--- src/pkg/analog_out_defines.svh ---
`ifndef ANALOG_OUT_DEFINES_SVH
`define ANALOG_OUT_DEFINES_SVH

// ----------------------------------------------------------------
// Channel count
// ----------------------------------------------------------------
`define NUM_CH 4
`define CH_LAST 2'h3

// ----------------------------------------------------------------
// Configuration word fields
// ----------------------------------------------------------------
`define CFG_ENABLE_BIT 0
`define CFG_RSVD_BIT 1
`define CFG_RANGE_MSB 4
`define CFG_RANGE_LSB 2
`define CFG_STOP_MSB 6
`define CFG_STOP_LSB 5
`define CFG_RSVD_MSB 15
`define CFG_RSVD_LSB 7

// ----------------------------------------------------------------
// Range select codes
// ----------------------------------------------------------------
`define RANGE_0_5V 3'h0
`define RANGE_0_10V 3'h1
`define RANGE_PM5V 3'h2
`define RANGE_PM10V 3'h3
`define RANGE_4_20MA 3'h4
`define RANGE_0_20MA 3'h5

// ----------------------------------------------------------------
// After-stop policy codes
// ----------------------------------------------------------------
`define STOP_CLEAR 2'h0
`define STOP_HOLD 2'h1
`define STOP_PRESET 2'h2

// ----------------------------------------------------------------
// Range limits, two's complement
// ----------------------------------------------------------------
`define LIM_ZERO 16'h0000
`define LIM_P5000 16'h1388
`define LIM_M5000 16'hec78
`define LIM_P10000 16'h2710
`define LIM_M10000 16'hd8f0
`define LIM_P4000 16'h0fa0
`define LIM_P20000 16'h4e20

// ----------------------------------------------------------------
// Fault codes
// ----------------------------------------------------------------
`define FAULT_NONE 16'h0000
`define FAULT_OPEN_BASE 16'h00b0
`define FAULT_SHORT_BASE 16'h00b1
`define FAULT_POWER 16'h00b8

// ----------------------------------------------------------------
// Reset values
// ----------------------------------------------------------------
`define CFG_RESET 16'h0000
`define CODE_RESET 16'h0000
`define PRESET_RESET 16'h0000
`define OUT_RESET 16'h0000

`endif

--- src/pkg/analog_out_pkg.sv ---
package analog_out_pkg;

    typedef logic [15:0] word_t;
    typedef logic [1:0] chan_t;
    typedef logic [2:0] range_t;
    typedef logic [1:0] stop_t;

    typedef enum logic [1:0] {
        kind_config,
        kind_code,
        kind_preset,
        kind_fault
    } word_kind_e;

    typedef enum logic {
        run_stopped,
        run_active
    } run_state_e;

endpackage
--- src/core/analog_output_channel_control.sv ---
`timescale 1ns/10ps
`include "analog_out_defines.svh"

// Behaviour
// - Configuration bit 0 set enables a channel whose bits 4:2 hold range code 0-5, and cleared disables it.
// - Configuration bit 1 is stored but changes nothing in the output.
// - Bits 4:2 pick 0-5V, 0-10V, +-5V, +-10V, 4-20mA or 0-20mA.
// - Bits 6:5 pick clear, hold or preset once the controller stops.
// - Bits 15:7 are stored and otherwise ignored.
// - The coupler writes a 16-bit code that is output while running.
// - Each channel keeps a 16-bit preset applied by the preset policy.
// - Each channel has a read-only 16-bit word showing the present fault.
// - Codes are limited to the span of the selected range.
// - An open current loop reports b0, b2, b4 or b6 by channel.
// - A shorted voltage output reports b1, b3, b5 or b7 by channel.
// - Loss of the 24V output supply reports b8.
module analog_output_channel_control (
    input wire logic mclk,
    input wire logic rst,
    input wire logic pd_wr_en,
    input wire analog_out_pkg::word_kind_e pd_wr_kind,
    input wire analog_out_pkg::chan_t pd_wr_ch,
    input wire analog_out_pkg::word_t pd_wdata,
    input wire analog_out_pkg::word_kind_e pd_rd_kind,
    input wire analog_out_pkg::chan_t pd_rd_ch,
    input wire logic run_cmd,
    input wire logic [3:0] open_loop_pin,
    input wire logic [3:0] short_out_pin,
    input wire logic power_lost_pin,
    output analog_out_pkg::word_t pd_rdata,
    output analog_out_pkg::word_t dac_value [`NUM_CH],
    output logic [2:0] dac_range [`NUM_CH],
    output logic [3:0] dac_enable,
    output logic fault_any
);
    import analog_out_pkg::*;

    // ------------------------------------------------------------
    // Helpers
    // ------------------------------------------------------------
    function automatic logic word_hit(logic en, word_kind_e kind,
                                      chan_t ch, word_kind_e want,
                                      int idx);
        return en && kind == want && ch == chan_t'(idx);
    endfunction

    function automatic word_t fault_code(word_t base, int idx);
        return base + word_t'(2 * idx);
    endfunction

    // ------------------------------------------------------------
    // Storage
    // ------------------------------------------------------------
    // four identical channel sets
    word_t cfg_reg [`NUM_CH];
    word_t code_reg [`NUM_CH];
    word_t preset_reg [`NUM_CH];
    word_t fault_reg [`NUM_CH];
    word_t out_reg [`NUM_CH];
    logic [2:0] range_reg [`NUM_CH];
    logic [3:0] enable_reg;
    logic fault_any_reg;
    word_t rdata_reg;
    run_state_e run_state_reg;
    run_state_e run_state_next;

    // Fault pin synchronisers
    logic [3:0] open_sync1_reg;
    logic [3:0] open_sync2_reg;
    logic [3:0] short_sync1_reg;
    logic [3:0] short_sync2_reg;
    logic power_sync1_reg;
    logic power_sync2_reg;

    // Per-channel combinational results
    word_t value_next [`NUM_CH];
    word_t fault_next [`NUM_CH];
    logic [3:0] ch_enabled;
    logic [3:0] range_ok;
    logic [3:0] is_current;
    logic [3:0] is_voltage;
    logic [3:0] wr_cfg;
    logic [3:0] wr_code;
    logic [3:0] wr_preset;
    logic [3:0] open_hit;
    logic [3:0] short_hit;

    // ------------------------------------------------------------
    // Run state
    // ------------------------------------------------------------
    always_comb begin
        run_state_next = run_state_reg;
        unique case (run_state_reg)
            run_stopped: begin
                if (run_cmd) begin
                    run_state_next = run_active;
                end
            end
            run_active: begin
                if (!run_cmd) begin
                    run_state_next = run_stopped;
                end
            end
        endcase
    end

    wire running = (run_state_reg == run_active);

    always_ff @(posedge mclk or posedge rst) begin
        if (rst) begin
            run_state_reg <= run_stopped;
        end else begin
            run_state_reg <= run_state_next;
        end
    end

    // ------------------------------------------------------------
    // Fault input synchronisers
    // ------------------------------------------------------------
    always_ff @(posedge mclk or posedge rst) begin
        if (rst) begin
            open_sync1_reg <= 4'h0;
            open_sync2_reg <= 4'h0;
        end else begin
            open_sync1_reg <= open_loop_pin;
            open_sync2_reg <= open_sync1_reg;
        end
    end

    always_ff @(posedge mclk or posedge rst) begin
        if (rst) begin
            short_sync1_reg <= 4'h0;
            short_sync2_reg <= 4'h0;
        end else begin
            short_sync1_reg <= short_out_pin;
            short_sync2_reg <= short_sync1_reg;
        end
    end

    always_ff @(posedge mclk or posedge rst) begin
        if (rst) begin
            power_sync1_reg <= 1'b0;
            power_sync2_reg <= 1'b0;
        end else begin
            power_sync1_reg <= power_lost_pin;
            power_sync2_reg <= power_sync1_reg;
        end
    end

    // ------------------------------------------------------------
    // Channels
    // ------------------------------------------------------------
    for (genvar i = 0; i < `NUM_CH; i++) begin : g_ch
        // Writes to the fault word are dropped
        assign wr_cfg[i] = word_hit(pd_wr_en, pd_wr_kind, pd_wr_ch,
                                    kind_config, i);
        assign wr_code[i] = word_hit(pd_wr_en, pd_wr_kind, pd_wr_ch,
                                     kind_code, i);
        assign wr_preset[i] = word_hit(pd_wr_en, pd_wr_kind, pd_wr_ch,
                                       kind_preset, i);

        channel_scaler u_scaler (
            .cfg(cfg_reg[i]),
            .code(code_reg[i]),
            .preset(preset_reg[i]),
            .held(out_reg[i]),
            .running(running),
            .value_next(value_next[i]),
            .ch_enabled(ch_enabled[i]),
            .range_ok(range_ok[i]),
            .is_current(is_current[i]),
            .is_voltage(is_voltage[i])
        );

        // ------------------------------------------------------------
        // Fault words
        // ------------------------------------------------------------
        // open current loop
        assign open_hit[i] = ch_enabled[i] && is_current[i] &&
                             open_sync2_reg[i];
        assign short_hit[i] = ch_enabled[i] && is_voltage[i] &&
                              short_sync2_reg[i];
        assign fault_next[i] =
            power_sync2_reg ? `FAULT_POWER :
            open_hit[i] ? fault_code(`FAULT_OPEN_BASE, i) :
            short_hit[i] ? fault_code(`FAULT_SHORT_BASE, i) :
            `FAULT_NONE;

        always_ff @(posedge mclk or posedge rst) begin
            if (rst) begin
                cfg_reg[i] <= `CFG_RESET;
            end else if (wr_cfg[i]) begin
                cfg_reg[i] <= pd_wdata;
            end
        end

        always_ff @(posedge mclk or posedge rst) begin
            if (rst) begin
                code_reg[i] <= `CODE_RESET;
            end else if (wr_code[i]) begin
                code_reg[i] <= pd_wdata;
            end
        end

        always_ff @(posedge mclk or posedge rst) begin
            if (rst) begin
                preset_reg[i] <= `PRESET_RESET;
            end else if (wr_preset[i]) begin
                preset_reg[i] <= pd_wdata;
            end
        end

        always_ff @(posedge mclk or posedge rst) begin
            if (rst) begin
                fault_reg[i] <= `FAULT_NONE;
            end else begin
                fault_reg[i] <= fault_next[i];
            end
        end

        // ------------------------------------------------------------
        // Output registers
        // ------------------------------------------------------------
        always_ff @(posedge mclk or posedge rst) begin
            if (rst) begin
                out_reg[i] <= `OUT_RESET;
            end else begin
                out_reg[i] <= value_next[i];
            end
        end

        always_ff @(posedge mclk or posedge rst) begin
            if (rst) begin
                range_reg[i] <= `RANGE_0_5V;
            end else begin
                range_reg[i] <= cfg_reg[i][`CFG_RANGE_MSB:`CFG_RANGE_LSB];
            end
        end

        always_ff @(posedge mclk or posedge rst) begin
            if (rst) begin
                enable_reg[i] <= 1'b0;
            end else begin
                enable_reg[i] <= ch_enabled[i] && range_ok[i];
            end
        end

        assign dac_value[i] = out_reg[i];
        assign dac_range[i] = range_reg[i];
    end

    // ------------------------------------------------------------
    // Readback
    // ------------------------------------------------------------
    word_t rdata_next;

    always_comb begin
        rdata_next = `FAULT_NONE;
        unique case (pd_rd_kind)
            kind_config: rdata_next = cfg_reg[pd_rd_ch];
            kind_code: rdata_next = code_reg[pd_rd_ch];
            kind_preset: rdata_next = preset_reg[pd_rd_ch];
            kind_fault: rdata_next = fault_reg[pd_rd_ch];
        endcase
    end

    wire fault_any_next = (fault_next[0] != `FAULT_NONE) ||
                          (fault_next[1] != `FAULT_NONE) ||
                          (fault_next[2] != `FAULT_NONE) ||
                          (fault_next[3] != `FAULT_NONE);

    always_ff @(posedge mclk or posedge rst) begin
        if (rst) begin
            rdata_reg <= `FAULT_NONE;
        end else begin
            rdata_reg <= rdata_next;
        end
    end

    always_ff @(posedge mclk or posedge rst) begin
        if (rst) begin
            fault_any_reg <= 1'b0;
        end else begin
            fault_any_reg <= fault_any_next;
        end
    end

    assign pd_rdata = rdata_reg;
    assign dac_enable = enable_reg;
    assign fault_any = fault_any_reg;

endmodule

--- src/core/channel_scaler.sv ---
`timescale 1ns/10ps
`include "analog_out_defines.svh"

module channel_scaler (
    input wire analog_out_pkg::word_t cfg,
    input wire analog_out_pkg::word_t code,
    input wire analog_out_pkg::word_t preset,
    input wire analog_out_pkg::word_t held,
    input wire logic running,
    output analog_out_pkg::word_t value_next,
    output logic ch_enabled,
    output logic range_ok,
    output logic is_current,
    output logic is_voltage
);
    import analog_out_pkg::*;

    // ------------------------------------------------------------
    // Helpers
    // ------------------------------------------------------------
    function automatic word_t clamp_word(word_t v, word_t lo, word_t hi);
        if ($signed(v) < $signed(lo)) begin
            return lo;
        end
        if ($signed(v) > $signed(hi)) begin
            return hi;
        end
        return v;
    endfunction

    // ------------------------------------------------------------
    // Field decode
    // ------------------------------------------------------------
    // Bit 1 and bits 15:7 are never looked at
    wire range_t range_sel = cfg[`CFG_RANGE_MSB:`CFG_RANGE_LSB];
    wire stop_t stop_sel = cfg[`CFG_STOP_MSB:`CFG_STOP_LSB];
    word_t lim_lo;
    word_t lim_hi;

    assign ch_enabled = cfg[`CFG_ENABLE_BIT];

    always_comb begin
        lim_lo = `LIM_ZERO;
        lim_hi = `LIM_ZERO;
        range_ok = 1'b1;
        unique case (range_sel)
            `RANGE_0_5V: begin
                lim_hi = `LIM_P5000;
            end
            `RANGE_0_10V: begin
                lim_hi = `LIM_P10000;
            end
            `RANGE_PM5V: begin
                lim_lo = `LIM_M5000;
                lim_hi = `LIM_P5000;
            end
            `RANGE_PM10V: begin
                lim_lo = `LIM_M10000;
                lim_hi = `LIM_P10000;
            end
            `RANGE_4_20MA: begin
                lim_lo = `LIM_P4000;
                lim_hi = `LIM_P20000;
            end
            `RANGE_0_20MA: begin
                lim_hi = `LIM_P20000;
            end
            default: begin
                range_ok = 1'b0;
            end
        endcase
    end

    assign is_current = range_ok && (range_sel == `RANGE_4_20MA ||
                                     range_sel == `RANGE_0_20MA);
    assign is_voltage = range_ok && !is_current;

    // ------------------------------------------------------------
    // Source selection
    // ------------------------------------------------------------
    // clamp to range span
    wire word_t code_scaled = clamp_word(code, lim_lo, lim_hi);
    wire word_t preset_scaled = clamp_word(preset, lim_lo, lim_hi);

    always_comb begin
        value_next = `OUT_RESET;
        if (ch_enabled && range_ok) begin
            if (running) begin
                value_next = code_scaled;
            end else begin
                unique case (stop_sel)
                    `STOP_CLEAR: value_next = `OUT_RESET;
                    `STOP_HOLD: value_next = held;
                    `STOP_PRESET: value_next = preset_scaled;
                    default: value_next = `OUT_RESET;
                endcase
            end
        end
    end

endmodule

--- config.mk ---
export PLATFORM = sky130hd
export DESIGN_NAME = analog_output_channel_control
export DESIGN_NICKNAME = d
export VERILOG_FILES = /design/src/pkg/analog_out_pkg.sv /design/src/core/analog_output_channel_control.sv /design/src/core/channel_scaler.sv
export VERILOG_INCLUDE_DIRS = /design/src /design/src/pkg
export SDC_FILE = /design/constraint.sdc
export NUM_CORES = 1
export LEC_CHECK = 0
export ABC_CLOCK_PERIOD_IN_PS = 15460
export BUFFER_PORTS_ARGS = -buffer_cell sky130_fd_sc_hd__clkbuf_2
export CAP_MARGIN = 10
export CORE_MARGIN = 4
export CORE_UTILIZATION = 60
export CTS_CLUSTER_DIAMETER = 150
export DETAILED_ROUTE_END_ITERATION = 10
export HOLD_SLACK_MARGIN = 0.06
export PLACE_DENSITY = 0.79
export SLEW_MARGIN = 20
export SYNTH_ARGS = -nofsm -noshare
export SYNTH_HDL_FRONTEND = slang
export SYNTH_SLANG_ARGS = --single-unit
export TNS_END_PERCENT = 30
--- constraint.sdc ---
create_clock -name mclk -period 15.46 [get_ports mclk]
set_input_delay 0.773 -clock mclk [delete_from_list [all_inputs] [get_ports mclk]]
set_output_delay 0.773 -clock mclk [all_outputs]
set_load 0.05 [all_outputs]
# ---- Yosys cells after proc, flatten, opt, wreduce, memory -nomap -nowiden
# Index checks and enable logic that the tools add are counted.
dict set report totals {
  register_bits 340
  inputBits 37
  out_inout_bits 97
  wordCells 282
}
dict set report op_classes {
  order_cmp 17
  eq_ne 40
  muxes 106
  bitwise 1
  reduce_logical 81
}
# operator count
set ops {}
lappend ops {{2-to-1 mux 16 bit} 48}
lappend ops {{case mux 16 bit (3 select lines)} 4}
lappend ops {{case mux 15 bit (3 select lines)} 4}
lappend ops {{binary-select mux 16 bit (select 2 bit)} 4}
lappend ops {{> comparator 16 bit} 8}
lappend ops {{less-than comparator 16 bit} 8}
lappend ops {{case mux 16 bit (2 select lines)} 4}
lappend ops {{2-to-1 mux 8 bit} 12}
lappend ops {{case mux 16 bit (4 select lines)} 1}
lappend ops {{nonzero test 16 bit} 4}
lappend ops {{logical AND 1 bit} 43}
lappend ops {{2-to-1 mux 1 bit} 29}
lappend ops {{equality test 3 x 2 -> 1 bit, second input constant} 8}
lappend ops {{equality test 3 bit, second input constant} 8}
lappend ops {{OR reduction 2 bit} 12}
lappend ops {{OR reduction 6 bit} 4}
lappend ops {{equality test 2 bit, second input constant} 9}
lappend ops {{equality test 2 x 1 -> 1 bit, second input constant} 7}
lappend ops {{equality test 3 x 1 -> 1 bit, second input constant} 4}
lappend ops {{zero test 3 bit} 4}
lappend ops {{inequality test 3 bit, second input constant} 4}
lappend ops {{logical OR 1 bit} 7}
lappend ops {{zero test 2 bit} 3}
lappend ops {{zero test 1 bit} 4}
lappend ops {{2 further kinds} 2}

# ---- Longest topological paths before layout
# Gate-level depths: netlist (run 1).
dict set report logic_depth {
  ltp_word 15
  ltp_mapped 19
}

# ---- Cells and area by module
# Synthesis (run 1) repeated with hierarchy kept, for this count alone.
dict set report hier_totals {
  hier_cells 1753
  area_unflattened_um2 20026.7
}
# mod n_inst cells_per_inst area_per_inst_um2 seq_area_each_um2
set by_module_without_submodules {}
lappend by_module_without_submodules {analog_output_channel_control 1 707 12201.7 8007.7}
lappend by_module_without_submodules {{channel_scaler at g_ch[2].u_scaler ...} 2 259 1976.9 0.0}
lappend by_module_without_submodules {{channel_scaler at g_ch[0].u_scaler ...} 2 264 1935.6 0.0}

# ---- Worst setup path after synthesis (run 1)
# No wires, ideal clock.
dict set report synth_timing {
  kind {reg2reg}
  startpoint {register cfg_reg[35] (netlist bit)}
  endpoint {register out_reg (netlist bit dac_value[47])}
  arrival_time_ps 3328
  path_slack_ps 12000
  path_stages_with_launch 15
  path_buffers 0
  path_cell_list {dfrtp_1 -> nor2b_1 -> inv_1 -> nor2_1 -> inv_1 -> nand2_1 -> inv_1 -> ha_1 -> a21o_1 -> a211o_1 -> o22ai_1 -> mux2i_1 -> mux2_2 -> a222oi_1 -> nor2_1}
}
dict set report synth_via {
  elab_chain_cells 11
  elab_cells_between_ends 36
  cone_classes {order compare: 4; eq/ne: 6; mux: 20; reduce/logical: 6}
}
# element line
set synth_lines {}
lappend synth_lines {{from (decl)} analog_output_channel_control.sv:55} ;# word_t cfg_reg [`NUM_CH];
lappend synth_lines {{from (signal, indexed assignment)} analog_output_channel_control.sv:191} ;# cfg_reg[i] <= `CFG_RESET;
lappend synth_lines {{from (signal, indexed assignment)} analog_output_channel_control.sv:193} ;# cfg_reg[i] <= pd_wdata;
lappend synth_lines {{equality test 3 bit (tied with other cells)} channel_scaler.sv:46} ;# unique case (range_sel)
lappend synth_lines {{OR reduction 2 bit (no source line)} -}
lappend synth_lines {{case mux 15 bit (3 select lines)} channel_scaler.sv:46}
lappend synth_lines {{> comparator 16 bit} channel_scaler.sv:25} ;# if ($signed(v) > $signed(hi)) begin
lappend synth_lines {{2-to-1 mux 1 bit (2 in series)} channel_scaler.sv:25}
lappend synth_lines {{2-to-1 mux 16 bit} channel_scaler.sv:28} ;# return v;
lappend synth_lines {{2-to-1 mux 16 bit} channel_scaler.sv:25}
lappend synth_lines {{case mux 16 bit (2 select lines)} channel_scaler.sv:91} ;# unique case (stop_sel)
lappend synth_lines {{2-to-1 mux 16 bit} channel_scaler.sv:88} ;# if (running) begin
lappend synth_lines {{2-to-1 mux 16 bit} channel_scaler.sv:87} ;# if (ch_enabled && range_ok) begin
lappend synth_lines {{to (signal, indexed assignment)} analog_output_channel_control.sv:226} ;# out_reg[i] <= `OUT_RESET;
lappend synth_lines {{to (signal, indexed assignment)} analog_output_channel_control.sv:228} ;# out_reg[i] <= value_next[i];
lappend synth_lines {{to (decl)} analog_output_channel_control.sv:59} ;# word_t out_reg [`NUM_CH];
# Parallel ways exist; a longest one is shown, timed or not. The select of a mux whose other input is x is not followed.
# A chain may end at the register's enable or synchronous reset.

# ---- Final worst setup path (run 1)
dict set report layout_timing {
  startpoint {register cfg_reg[20] (netlist bit)}
  endpoint {register out_reg (netlist bit dac_value[21])}
}
# Same word-level chain as after synthesis.

==> results of run 1 <==
## cell usage after synthesis, drive strengths merged, types with 5 or more instances
| cell type | number |
|---|---|
| buf | 30 |
| nand2 | 127 |
| nor3b | 5 |
| mux2i | 39 |
| inv | 93 |
| clkbuf | 67 |
| a21o | 23 |
| nand2b | 18 |
| and2 | 12 |
| nand3b | 8 |
| a311o | 5 |
| a211o | 15 |
| a22oi | 19 |
| a2111o | 5 |
| o21a | 6 |
| o21ai | 77 |
| o211ai | 31 |
| nor2b | 19 |
| nand3 | 36 |
| nor4 | 6 |
| a211oi | 29 |
| or3 | 8 |
| mux2 | 205 |
| a32oi | 9 |
| a2111oi | 6 |
| nand4 | 21 |
| o22ai | 16 |
| nor3 | 20 |
| nand4b | 14 |
| dfrtp | 320 |
| a21boi | 5 |
| nor2 | 83 |
| a21oi | 94 |
| nor4b | 10 |
| and3 | 9 |
| a31oi | 13 |
| o221ai | 9 |
| o2111ai | 5 |
| mux4 | 52 |
| or2 | 7 |
| ha | 184 |
## final cells by class
type / count / share of cell area (%)
clock buffer: 45 / 4.45
clock inverter: 18 / 0.899
inverter: 94 / 1.63
multi-input combinational: 1308 / 50.6
sequential: 320 / 36.2
tap: 442 / 2.50
timing repair buffer: 153 / 3.70
## routing by layer
layer	share of wire, %	vias up	global-route usage [%]
met3	11	229	7.84
met5	0	-	0
met1	40	8213	51.2
met2	44	1005	55.7
li1	-	7063	-
met4	4.9	0	14.8
## path summary, 6_finish.rpt
| path | from | end | slack (ps) |
|---|---|---|---|
| worst min-delay path | open_loop_pin[2] | open_sync1_reg[2]$_DFF_PP0_ | 330 |
| worst max register to register | cfg_reg[20]$_DFFE_PP0P_ | dac_value[21]$_DFFE_PP0P_ | 10970 |
| max in group asynchronous | rst | code_reg[50]$_DFFE_PP0P_ | 12300 |
| min in group asynchronous | rst | dac_value[56]$_DFFE_PP0P_ | 410 |
| worst min register to register | short_sync1_reg[3]$_DFF_PP0_ | short_sync2_reg[3]$_DFF_PP0_ | 350 |
| worst max-delay path | cfg_reg[20]$_DFFE_PP0P_ | dac_value[21]$_DFFE_PP0P_ | 10970 |
## worst max-delay path: cells and delay by family (launching register included)
family	cells	cell delay, ps
simple gates	5	1240
compound gates	5	1840
buf+inv	1	260
fa+ha+maj	1	340
flops	1	740
## logic make-up after synthesis
| logic type | Yosys count |
|---|---|
| and+or+nand+nor | 422 |
| AOI/OAI and AO/OA | 406 |
| DFF | 320 |
| muxes | 296 |
| buffers and inverters | 191 |
| adders and majority gates | 184 |
## power by group through the flow
stage | Clock [mW] | Sequential (mW) | Combinational (mW)
6_report | 0.867 | 1.33 | 1.59
5_1_grt | 0.909 | 1.33 | 1.75
4_1_cts | 0.875 | 1.31 | 1.57
3_5_place_dp | 0 | 1.32 | 1.56
3_3_place_gp | 0 | 1.32 | 1.52
2_1_floorplan | 0 | 1.35 | 1.04
==> impl_metrics.json, run 1 <==
{
  "io_pins": 134,
  "reg2regPathDepth": 12,
  "powerDensity_nw_per_um2": 171,
  "ys_types": 94,
  "final_common_cell": "dfrtp_1",
  "slowest_delay_ps": 740,
  "multiInputGateArea_um2": 11200,
  "holdPathStages": 1,
  "p_sw_share_pct": 43.6,
  "h-tree-depth": 2,
  "initial_core_util_pct": 61.1,
  "hold_viol": 0,
  "fin_util_pct": 67.7,
  "cts_root_buf": "clkbuf_16",
  "tritoncts": "done",
  "synthesis.nets": 2040,
  "yosysWarnings": 0,
  "required_ps": 15940,
  "nFillCells": 2503,
  "cts_resized": 0,
  "clkLatencyLatePin_ps": 550,
  "vias": 16510,
  "grt_max_degree": 116,
  "rsz0062_at_grt": "no",
  "die_x_um": 191,
  "final-seq-area_um2": 8010,
  "worstSetupEndpointType": "register",
  "power.switching_mw": 1.65,
  "yosys.area_share.simple_pct": 11.2,
  "whs_ps": 327,
  "worstSetupPathType": "reg2reg",
  "syn-cell-area_um2": 20000,
  "startpoint_type": "register",
  "intPower_mw": 2.14,
  "cts_buffers": 35,
  "fmax_mhz": 223,
  "drive_gt1_share_pct": 25.6,
  "fin_area_um2": 22100,
  "worst_pin_slew_ps": 1160,
  "clk_pin_slew_ps": 60,
  "clkSinkCount": 320,
  "final.setup_skew_ps": 21.8,
  "power_leakage_nw": 10.2,
  "grt_pass1_vias": 16352,
  "fin_cells": 2380,
  "ys_async_sr_fraction_pct": 100,
  "slew_headroom_pct": 22.9,
  "drt-pass1-iter-count": 5,
  "worstPathArrival_ps": 4970,
  "synth_seq_cells": 320,
  "area_growth_pct": 10.7,
  "io_buffers": 133,
  "drt_iter0_markers": 1861,
  "core_area_um2": 32700,
  "ys_seq_area_share_pct": 40.1,
  "gr-usage-all-layers_pct": 36.5,
  "yosys.area_share.adder_pct": 11.5,
  "dp_slack_ps": 11080,
  "avgSynthCellArea_um2": 11.0,
  "cp_slowest_cell": "dfrtp_1",
  "dieArea_um2": 36300,
  "hpwl_mm": 48.0,
  "comb_power_share_pct": 42.1,
  "tns_ps": 0,
  "muxShareOfSynthArea_pct": 19.4,
  "antenna_cells": 0,
  "synth_edf_count": 0,
  "wl_mm": 66.2,
  "synthTopCellsByArea": "dfrtp_1 40%, ha_1 12%, mux2_2 11%, mux4_2 5.7%, nand2_1 2.4%",
  "synth-compound-area-share_pct": 13.9,
  "netlist.area_leader.share_pct": 40.1,
  "grt_pass1_wl_mm": 101,
  "sequentialPowerShare_pct": 35.1,
  "pwr-share-clk_pct": 22.9,
  "remaining_drc_errors": 0,
  "ir_worst_vdd_v": 0.0000953,
  "dp.cells": 2316,
  "post-route-period-util_pct": 29.0,
  "setup_viol": 0,
  "synth_top_area_cell": "dfrtp_1",
  "final_cell_mix": "320 x dfrtp_1, 202 x mux2_2, 184 x ha_1",
  "die_h_um": 191,
  "antenna_found_initial": 1,
  "worst-path-max-fanout": 16,
  "status": "finished, final reports clean",
  "final_antenna_net_count": 0,
  "finalMaxSlewViolations": 0,
  "min_period_ps": 4490,
  "path_cells": "nor2b_1, inv_1, nor2_1, nor2_1, ha_1, a2111oi_0, o21ai_0, a2111oi_0, a211o_1, nor2b_1, a2111o_1, nand3_1",
  "placed_cell_area_um2": 20900,
  "ys.flop_type": "dfrtp_1",
  "synth_xor_area_share_pct": 0,
  "cts_setup_buffers": 0,
  "place.gp.congestion": 0.985,
  "setup_ws_ps": 10970,
  "maxCapViolations": 0,
  "nets": 2133,
  "gr-total-overflow": 0,
  "num_rows": 66,
  "via_per_inst": 6.94,
  "cts_hold_buf": 0,
  "clockBufferDepth": 3,
  "synth_top_family_by_area": "multiplexers",
  "netlist_instances": 1819,
  "total_power_mw": 3.79,
  "hold_path.class": "in2reg",
  "post_drt_wl_per_cell_um": 27.8
}
No activity file was read; power rests on OpenSTA's default activity.
==> run 2, diff against run 1 <==
- ABC_CLOCK_PERIOD_IN_PS: 15460 -> 4600
- clock period: 15.46 -> 4.6 ns (I/O delays scaled with it)
==> run 2 against run 1 <==
Maximum frequency rose by 7.3%. Critical endpoint is now dac_value[47]$_DFFE_PP0P_. Clock skew fell by 8.6 ps. Hold slack got worse by 220 ps. Largest cell class unchanged. Clock-buffer cell count fell by 3. Via count rose by 0.96%. Routed wire length rose by 2.2%. Combinational power rose to 3.5 times the previous value. Power rose to 3.5 times the previous value. Design area rose by 1.8%. First-iteration DRC count rose by 19%. Global-route usage rose by 0.60 points. Sequential share of layout area fell by 0.63 points.
==> impl_metrics.json, run 2 (synthesized netlist as in run 1, its figures left out) <==
{
  "die_h_um": 191,
  "num_rows": 66,
  "clkSinkCount": 320,
  "worstSetupEndpointType": "register",
  "io_pins": 134,
  "cp_num_buf_inv": 3,
  "io_buffers": 133,
  "rsz0062_at_grt": "no",
  "tns_ps": 0,
  "antenna_cells": 0,
  "status": "finished, final reports clean",
  "fin_util_pct": 68.8,
  "final_cell_mix": "320 x dfrtp_1, 202 x mux2_2, 184 x ha_1",
  "finalMaxSlewViolations": 0,
  "whs_ps": 111,
  "dieArea_um2": 36300,
  "fin_cells": 2413,
  "remaining_drc_errors": 0,
  "worstPathArrival_ps": 4570,
  "via_per_inst": 6.91,
  "placed_cell_area_um2": 21100,
  "clockBufferDepth": 3,
  "clkLatencyLatePin_ps": 540,
  "wl_mm": 67.6,
  "worst_pin_slew_ps": 1230,
  "grt_pass1_vias": 16485,
  "cp_slowest_cell": "a2111oi_1",
  "ir_worst_vdd_v": 0.000384,
  "die_x_um": 191,
  "setup_viol": 0,
  "post_drt_wl_per_cell_um": 28.0,
  "final_common_cell": "dfrtp_1",
  "cts_buffers": 37,
  "final-seq-area_um2": 8010,
  "final.setup_skew_ps": 13.2,
  "h-tree-depth": 2,
  "path_cells": "nor2b_1, inv_1, nor2_1, inv_1, nand2_1, inv_1, ha_1, a211oi_1, o21ai_0, a2111oi_1, or2_2, mux2_2, a222oi_1, nor2_1",
  "grt_max_degree": 169,
  "gr-usage-all-layers_pct": 37.1,
  "maxCapViolations": 0,
  "path_common_cell": "inv_1",
  "post-route-period-util_pct": 90.9,
  "worstSetupPathType": "reg2reg",
  "nFillCells": 2407,
  "final_antenna_net_count": 0,
  "hpwl_mm": 48.9,
  "area_growth_pct": 12.6,
  "min_period_ps": 4180,
  "power_leakage_nw": 10.4,
  "powerDensity_nw_per_um2": 585,
  "drt-pass1-iter-count": 7,
  "drt_iter0_markers": 2220,
  "startpoint_type": "register",
  "cp_top_family": "simple AND/OR/NAND/NOR gates",
  "vias": 16669,
  "fmax_mhz": 239,
  "slowest_delay_ps": 520,
  "dp.cells": 2339,
  "clk_pin_slew_ps": 70,
  "gr-total-overflow": 0,
  "slew_headroom_pct": 18.0,
  "dp_slack_ps": 444,
  "fin_area_um2": 22500,
  "initial_core_util_pct": 61.1,
  "worst-path-max-fanout": 10,
  "cts_root_buf": "clkbuf_16",
  "grt_pass1_wl_mm": 103,
  "antenna_found_initial": 3,
  "tritoncts": "done",
  "total_power_mw": 13.2,
  "setup_ws_ps": 419,
  "place.gp.congestion": 1.01,
  "required_ps": 4990,
  "drive_gt1_share_pct": 26.4,
  "nets": 2168,
  "hold_path.class": "in2reg",
  "hold_viol": 0,
  "core_area_um2": 32700,
  "multiInputGateArea_um2": 11200
}
==> run 2: cell count changes in the layout (fill, tap and decap cells not counted) <==
cell           delta
buf_4            +22
dlygate4sd3_1    +11
bufinv_16         +4
clkbuf_1          -3
a2111oi_0         -1
a2111oi_1         +1
buf_12            +1
buf_6             -1
clkbuf_16         +1
clkbuf_8          -1
clkinv_8          -1
==> run 2: area by class of cell <==
cell class | instances | area share [%]
Clock buffer | 42 | 4.37
Tap cell | 442 | 2.46
Multi-Input combinational cell | 1308 | 49.8
Timing Repair Buffer | 186 | 4.90
Clock inverter | 21 | 1.36
Sequential cell | 320 | 35.6
Inverter | 94 | 1.58
==> run 2: timing repair <==
action                                 CTS  global route
setup endpoints to repair                0             7
buffers inserted                         0             0
endpoints found under the hold margin   19             0
hold buffers                            11             0
resized for setup                        0             1
==> run 2: power breakdown <==
| part | total, mW | internal, mW | switching, mW |
|---|---|---|---|
| registers | 4.38 | 3.41 | 0.977 |
| clock network | 3.19 | 1.94 | 1.25 |
| logic | 5.59 | 2.15 | 3.44 |
==> run 2: path summary, 6_finish.rpt <==
check                                        startpoint                      endpoint  slack [ps]  cells after the start
max in group asynchronous                           rst     dac_value[28]$_DFFE_PP0P_        2820                      5
max                             cfg_reg[35]$_DFFE_PP0P_     dac_value[47]$_DFFE_PP0P_         420                     14
min reg2reg                short_sync1_reg[0]$_DFF_PP0_  short_sync2_reg[0]$_DFF_PP0_         350                      0
min in group asynchronous                           rst     dac_value[63]$_DFFE_PP0P_         210                      3
max reg2reg                     cfg_reg[35]$_DFFE_PP0P_     dac_value[47]$_DFFE_PP0P_         420                     14
min                                         pd_wdata[9]      code_reg[25]$_DFFE_PP0P_         110                      3
==> run 2: worst reg2reg max path, delay by kind of cell (launching register included) <==
family	cells	cell delay [ps]
simple gates	5	1270
compound gates	4	1050
buf+inv	3	580
flops	1	490
mux	1	350
fa+ha+maj	1	310
==> run 2: layer usage <==
metal  vias to the layer above  share of wire (%)  wire (um)  global-route usage (%)
li1                       7125                  -          -                       -
met1                      8194                 39      26100                    51.1
met2                      1098                 45      30400                    57.1
met3                       246                 11       7700                    8.60
met4                         6                5.0       3400                    15.2
met5                         -              0.072         49                       0
==> run 3, diff against run 2 <==
==> constraint.sdc (replaced) <==
create_clock -name mclk -period 4.6 [get_ports mclk]
set_input_delay 1.15 -clock mclk [delete_from_list [all_inputs] [get_ports mclk]]
set_output_delay 1.15 -clock mclk [all_outputs]
set_load 0.05 [all_outputs]
==> run 3 against run 2 <==
Clock skew grew 8.1 ps. Highest routed layer unchanged. Hold slack gained 230 ps. Combinational power is essentially flat. Critical endpoint is now dac_value[37]$_DFFE_PP0P_.
==> impl_metrics.json, run 3 (synthesized netlist as in run 1, its figures left out) <==
{
  "drt-pass1-iter-count": 5,
  "die_x_um": 191,
  "drive_gt1_share_pct": 26.4,
  "num_rows": 66,
  "whs_ps": 345,
  "cp_num_buf_inv": 3,
  "slowest_delay_ps": 590,
  "cts_resized": 0,
  "initial_core_util_pct": 61.1,
  "post_drt_wl_per_cell_um": 28.6,
  "worstPathArrival_ps": 4640,
  "path_common_cell": "inv_1",
  "wl_mm": 68.6,
  "antenna_cells": 0,
  "cts_hold_buf": 0,
  "via_per_inst": 6.97,
  "dieArea_um2": 36300,
  "power_leakage_nw": 10.3,
  "clkLatencyLatePin_ps": 560,
  "post-route-period-util_pct": 91.6,
  "worstSetupPathType": "reg2reg",
  "fmax_mhz": 237,
  "grt_max_degree": 113,
  "grt_pass1_vias": 16468,
  "worstSetupEndpointType": "register",
  "place.gp.congestion": 0.964,
  "io_pins": 134,
  "required_ps": 5030,
  "path_cells": "nor2b_1, inv_1, nor2_1, inv_1, nand2_1, inv_1, ha_1, a211oi_1, o21ai_0, a2111oi_0, nor2_1, o21ai_0, a21oi_1, o31a_1",
  "clockBufferDepth": 3,
  "cp_slowest_cell": "a2111oi_0",
  "core_area_um2": 32700,
  "h-tree-depth": 2,
  "cts_buffers": 36,
  "fin_util_pct": 68.5,
  "cts_setup_buffers": 0,
  "grt_pass1_wl_mm": 104,
  "nets": 2155,
  "slew_headroom_pct": 19.9,
  "antenna_found_initial": 3,
  "gr-total-overflow": 0,
  "startpoint_type": "register",
  "drt_iter0_markers": 2081,
  "clk_pin_slew_ps": 70,
  "hpwl_mm": 49.8,
  "vias": 16721,
  "final_antenna_net_count": 0,
  "area_growth_pct": 12.1,
  "io_buffers": 133,
  "powerDensity_nw_per_um2": 584,
  "worst-path-max-fanout": 11,
  "final.setup_skew_ps": 21.3,
  "tritoncts": "done",
  "status": "finished, final reports clean",
  "cts_root_buf": "clkbuf_16",
  "clkSinkCount": 320,
  "maxCapViolations": 0,
  "gr-usage-all-layers_pct": 37.7,
  "min_period_ps": 4210,
  "setup_viol": 0,
  "cp_top_family": "compound AO/OA/AOI/OAI gates",
  "rsz0062_at_grt": "no",
  "final_cell_mix": "320 x dfrtp_1, 202 x mux2_2, 184 x ha_1",
  "die_h_um": 191,
  "finalMaxSlewViolations": 0,
  "final_common_cell": "dfrtp_1",
  "hold_viol": 0,
  "hold_path.class": "reg2reg",
  "remaining_drc_errors": 0,
  "ir_worst_vdd_v": 0.000437,
  "worst_pin_slew_ps": 1200
}
[run 3: cell types whose count changed in the layout (fill, tap and decap cells not counted), sizes merged]
cell and change:
bufinv -2, buf -1, clkbuf +6, dlygate4sd3 -11
clkinv -3, inv -3, clkinvlp +1
[run 3: report_power, final]
| part | switching, mW | leakage, nW | internal, mW | total (mW) |
|---|---|---|---|---|
| Clock | 1.22 | 0.614 | 1.88 | 3.10 |
| Combinational | 3.42 | 5.68 | 2.15 | 5.57 |
| Sequential | 1.01 | 4.01 | 3.41 | 4.42 |
| Total | 5.66 | 10.3 | 7.44 | 13.1 |
[run 3: path summary, 6_finish.rpt]
kind / start / end / slack, ps / cells after the start
worst min-delay path: short_sync1_reg[2]$_DFF_PP0_ / short_sync2_reg[2]$_DFF_PP0_ / 340 / 0
max in group asynchronous: rst / dac_value[5]$_DFFE_PP0P_ / 2890 / 3
worst min register to register: short_sync1_reg[2]$_DFF_PP0_ / short_sync2_reg[2]$_DFF_PP0_ / 340 / 0
worst max register to register: cfg_reg[35]$_DFFE_PP0P_ / dac_value[37]$_DFFE_PP0P_ / 390 / 14
worst max-delay path: cfg_reg[35]$_DFFE_PP0P_ / dac_value[37]$_DFFE_PP0P_ / 390 / 14
min in group asynchronous: rst / dac_value[61]$_DFFE_PP0P_ / 670 / 2
[run 3: stage by stage]
stage	instances	setup TNS, ps	setup WS [ps]	total power, mW	instance area, um2
after floorplan	1819	-261380	-817	8.02	20000
after global placement	2338	0	624	9.69	21100
after detailed placement	2338	0	495	9.83	21100
after CTS	2400	0	493	13.0	22400
after global routing	2400	0	45.0	13.7	22400
final	2400	0	385	13.1	22400
[run 3: worst reg2reg max path: cells and delay by family (launching register included)]
kind	cells	cell delay [ps]
AO/OA/AOI/OAI	6	1590
AND/OR/NAND/NOR	4	1150
buffers and inverters	3	570
flip-flops	1	490
adder cells (fa/ha/maj)	1	310
[run 3: metal layers]
metal	track usage, %	part of all wire [%]
met4	14.9	4.6
met2	58.0	45
met1	52.9	40
met3	7.87	11
met5	0	0.058
[run 3: area by class of cell]
type / count / area, um2
multi-input cells: 1308 / 11200
fillers: 2513 / 10300
flip-flops and latches: 320 / 8010
clock buffers: 48 / 1050
repair buffers: 174 / 1030
well taps: 442 / 553
inverters: 94 / 357
clock inverters: 14 / 214
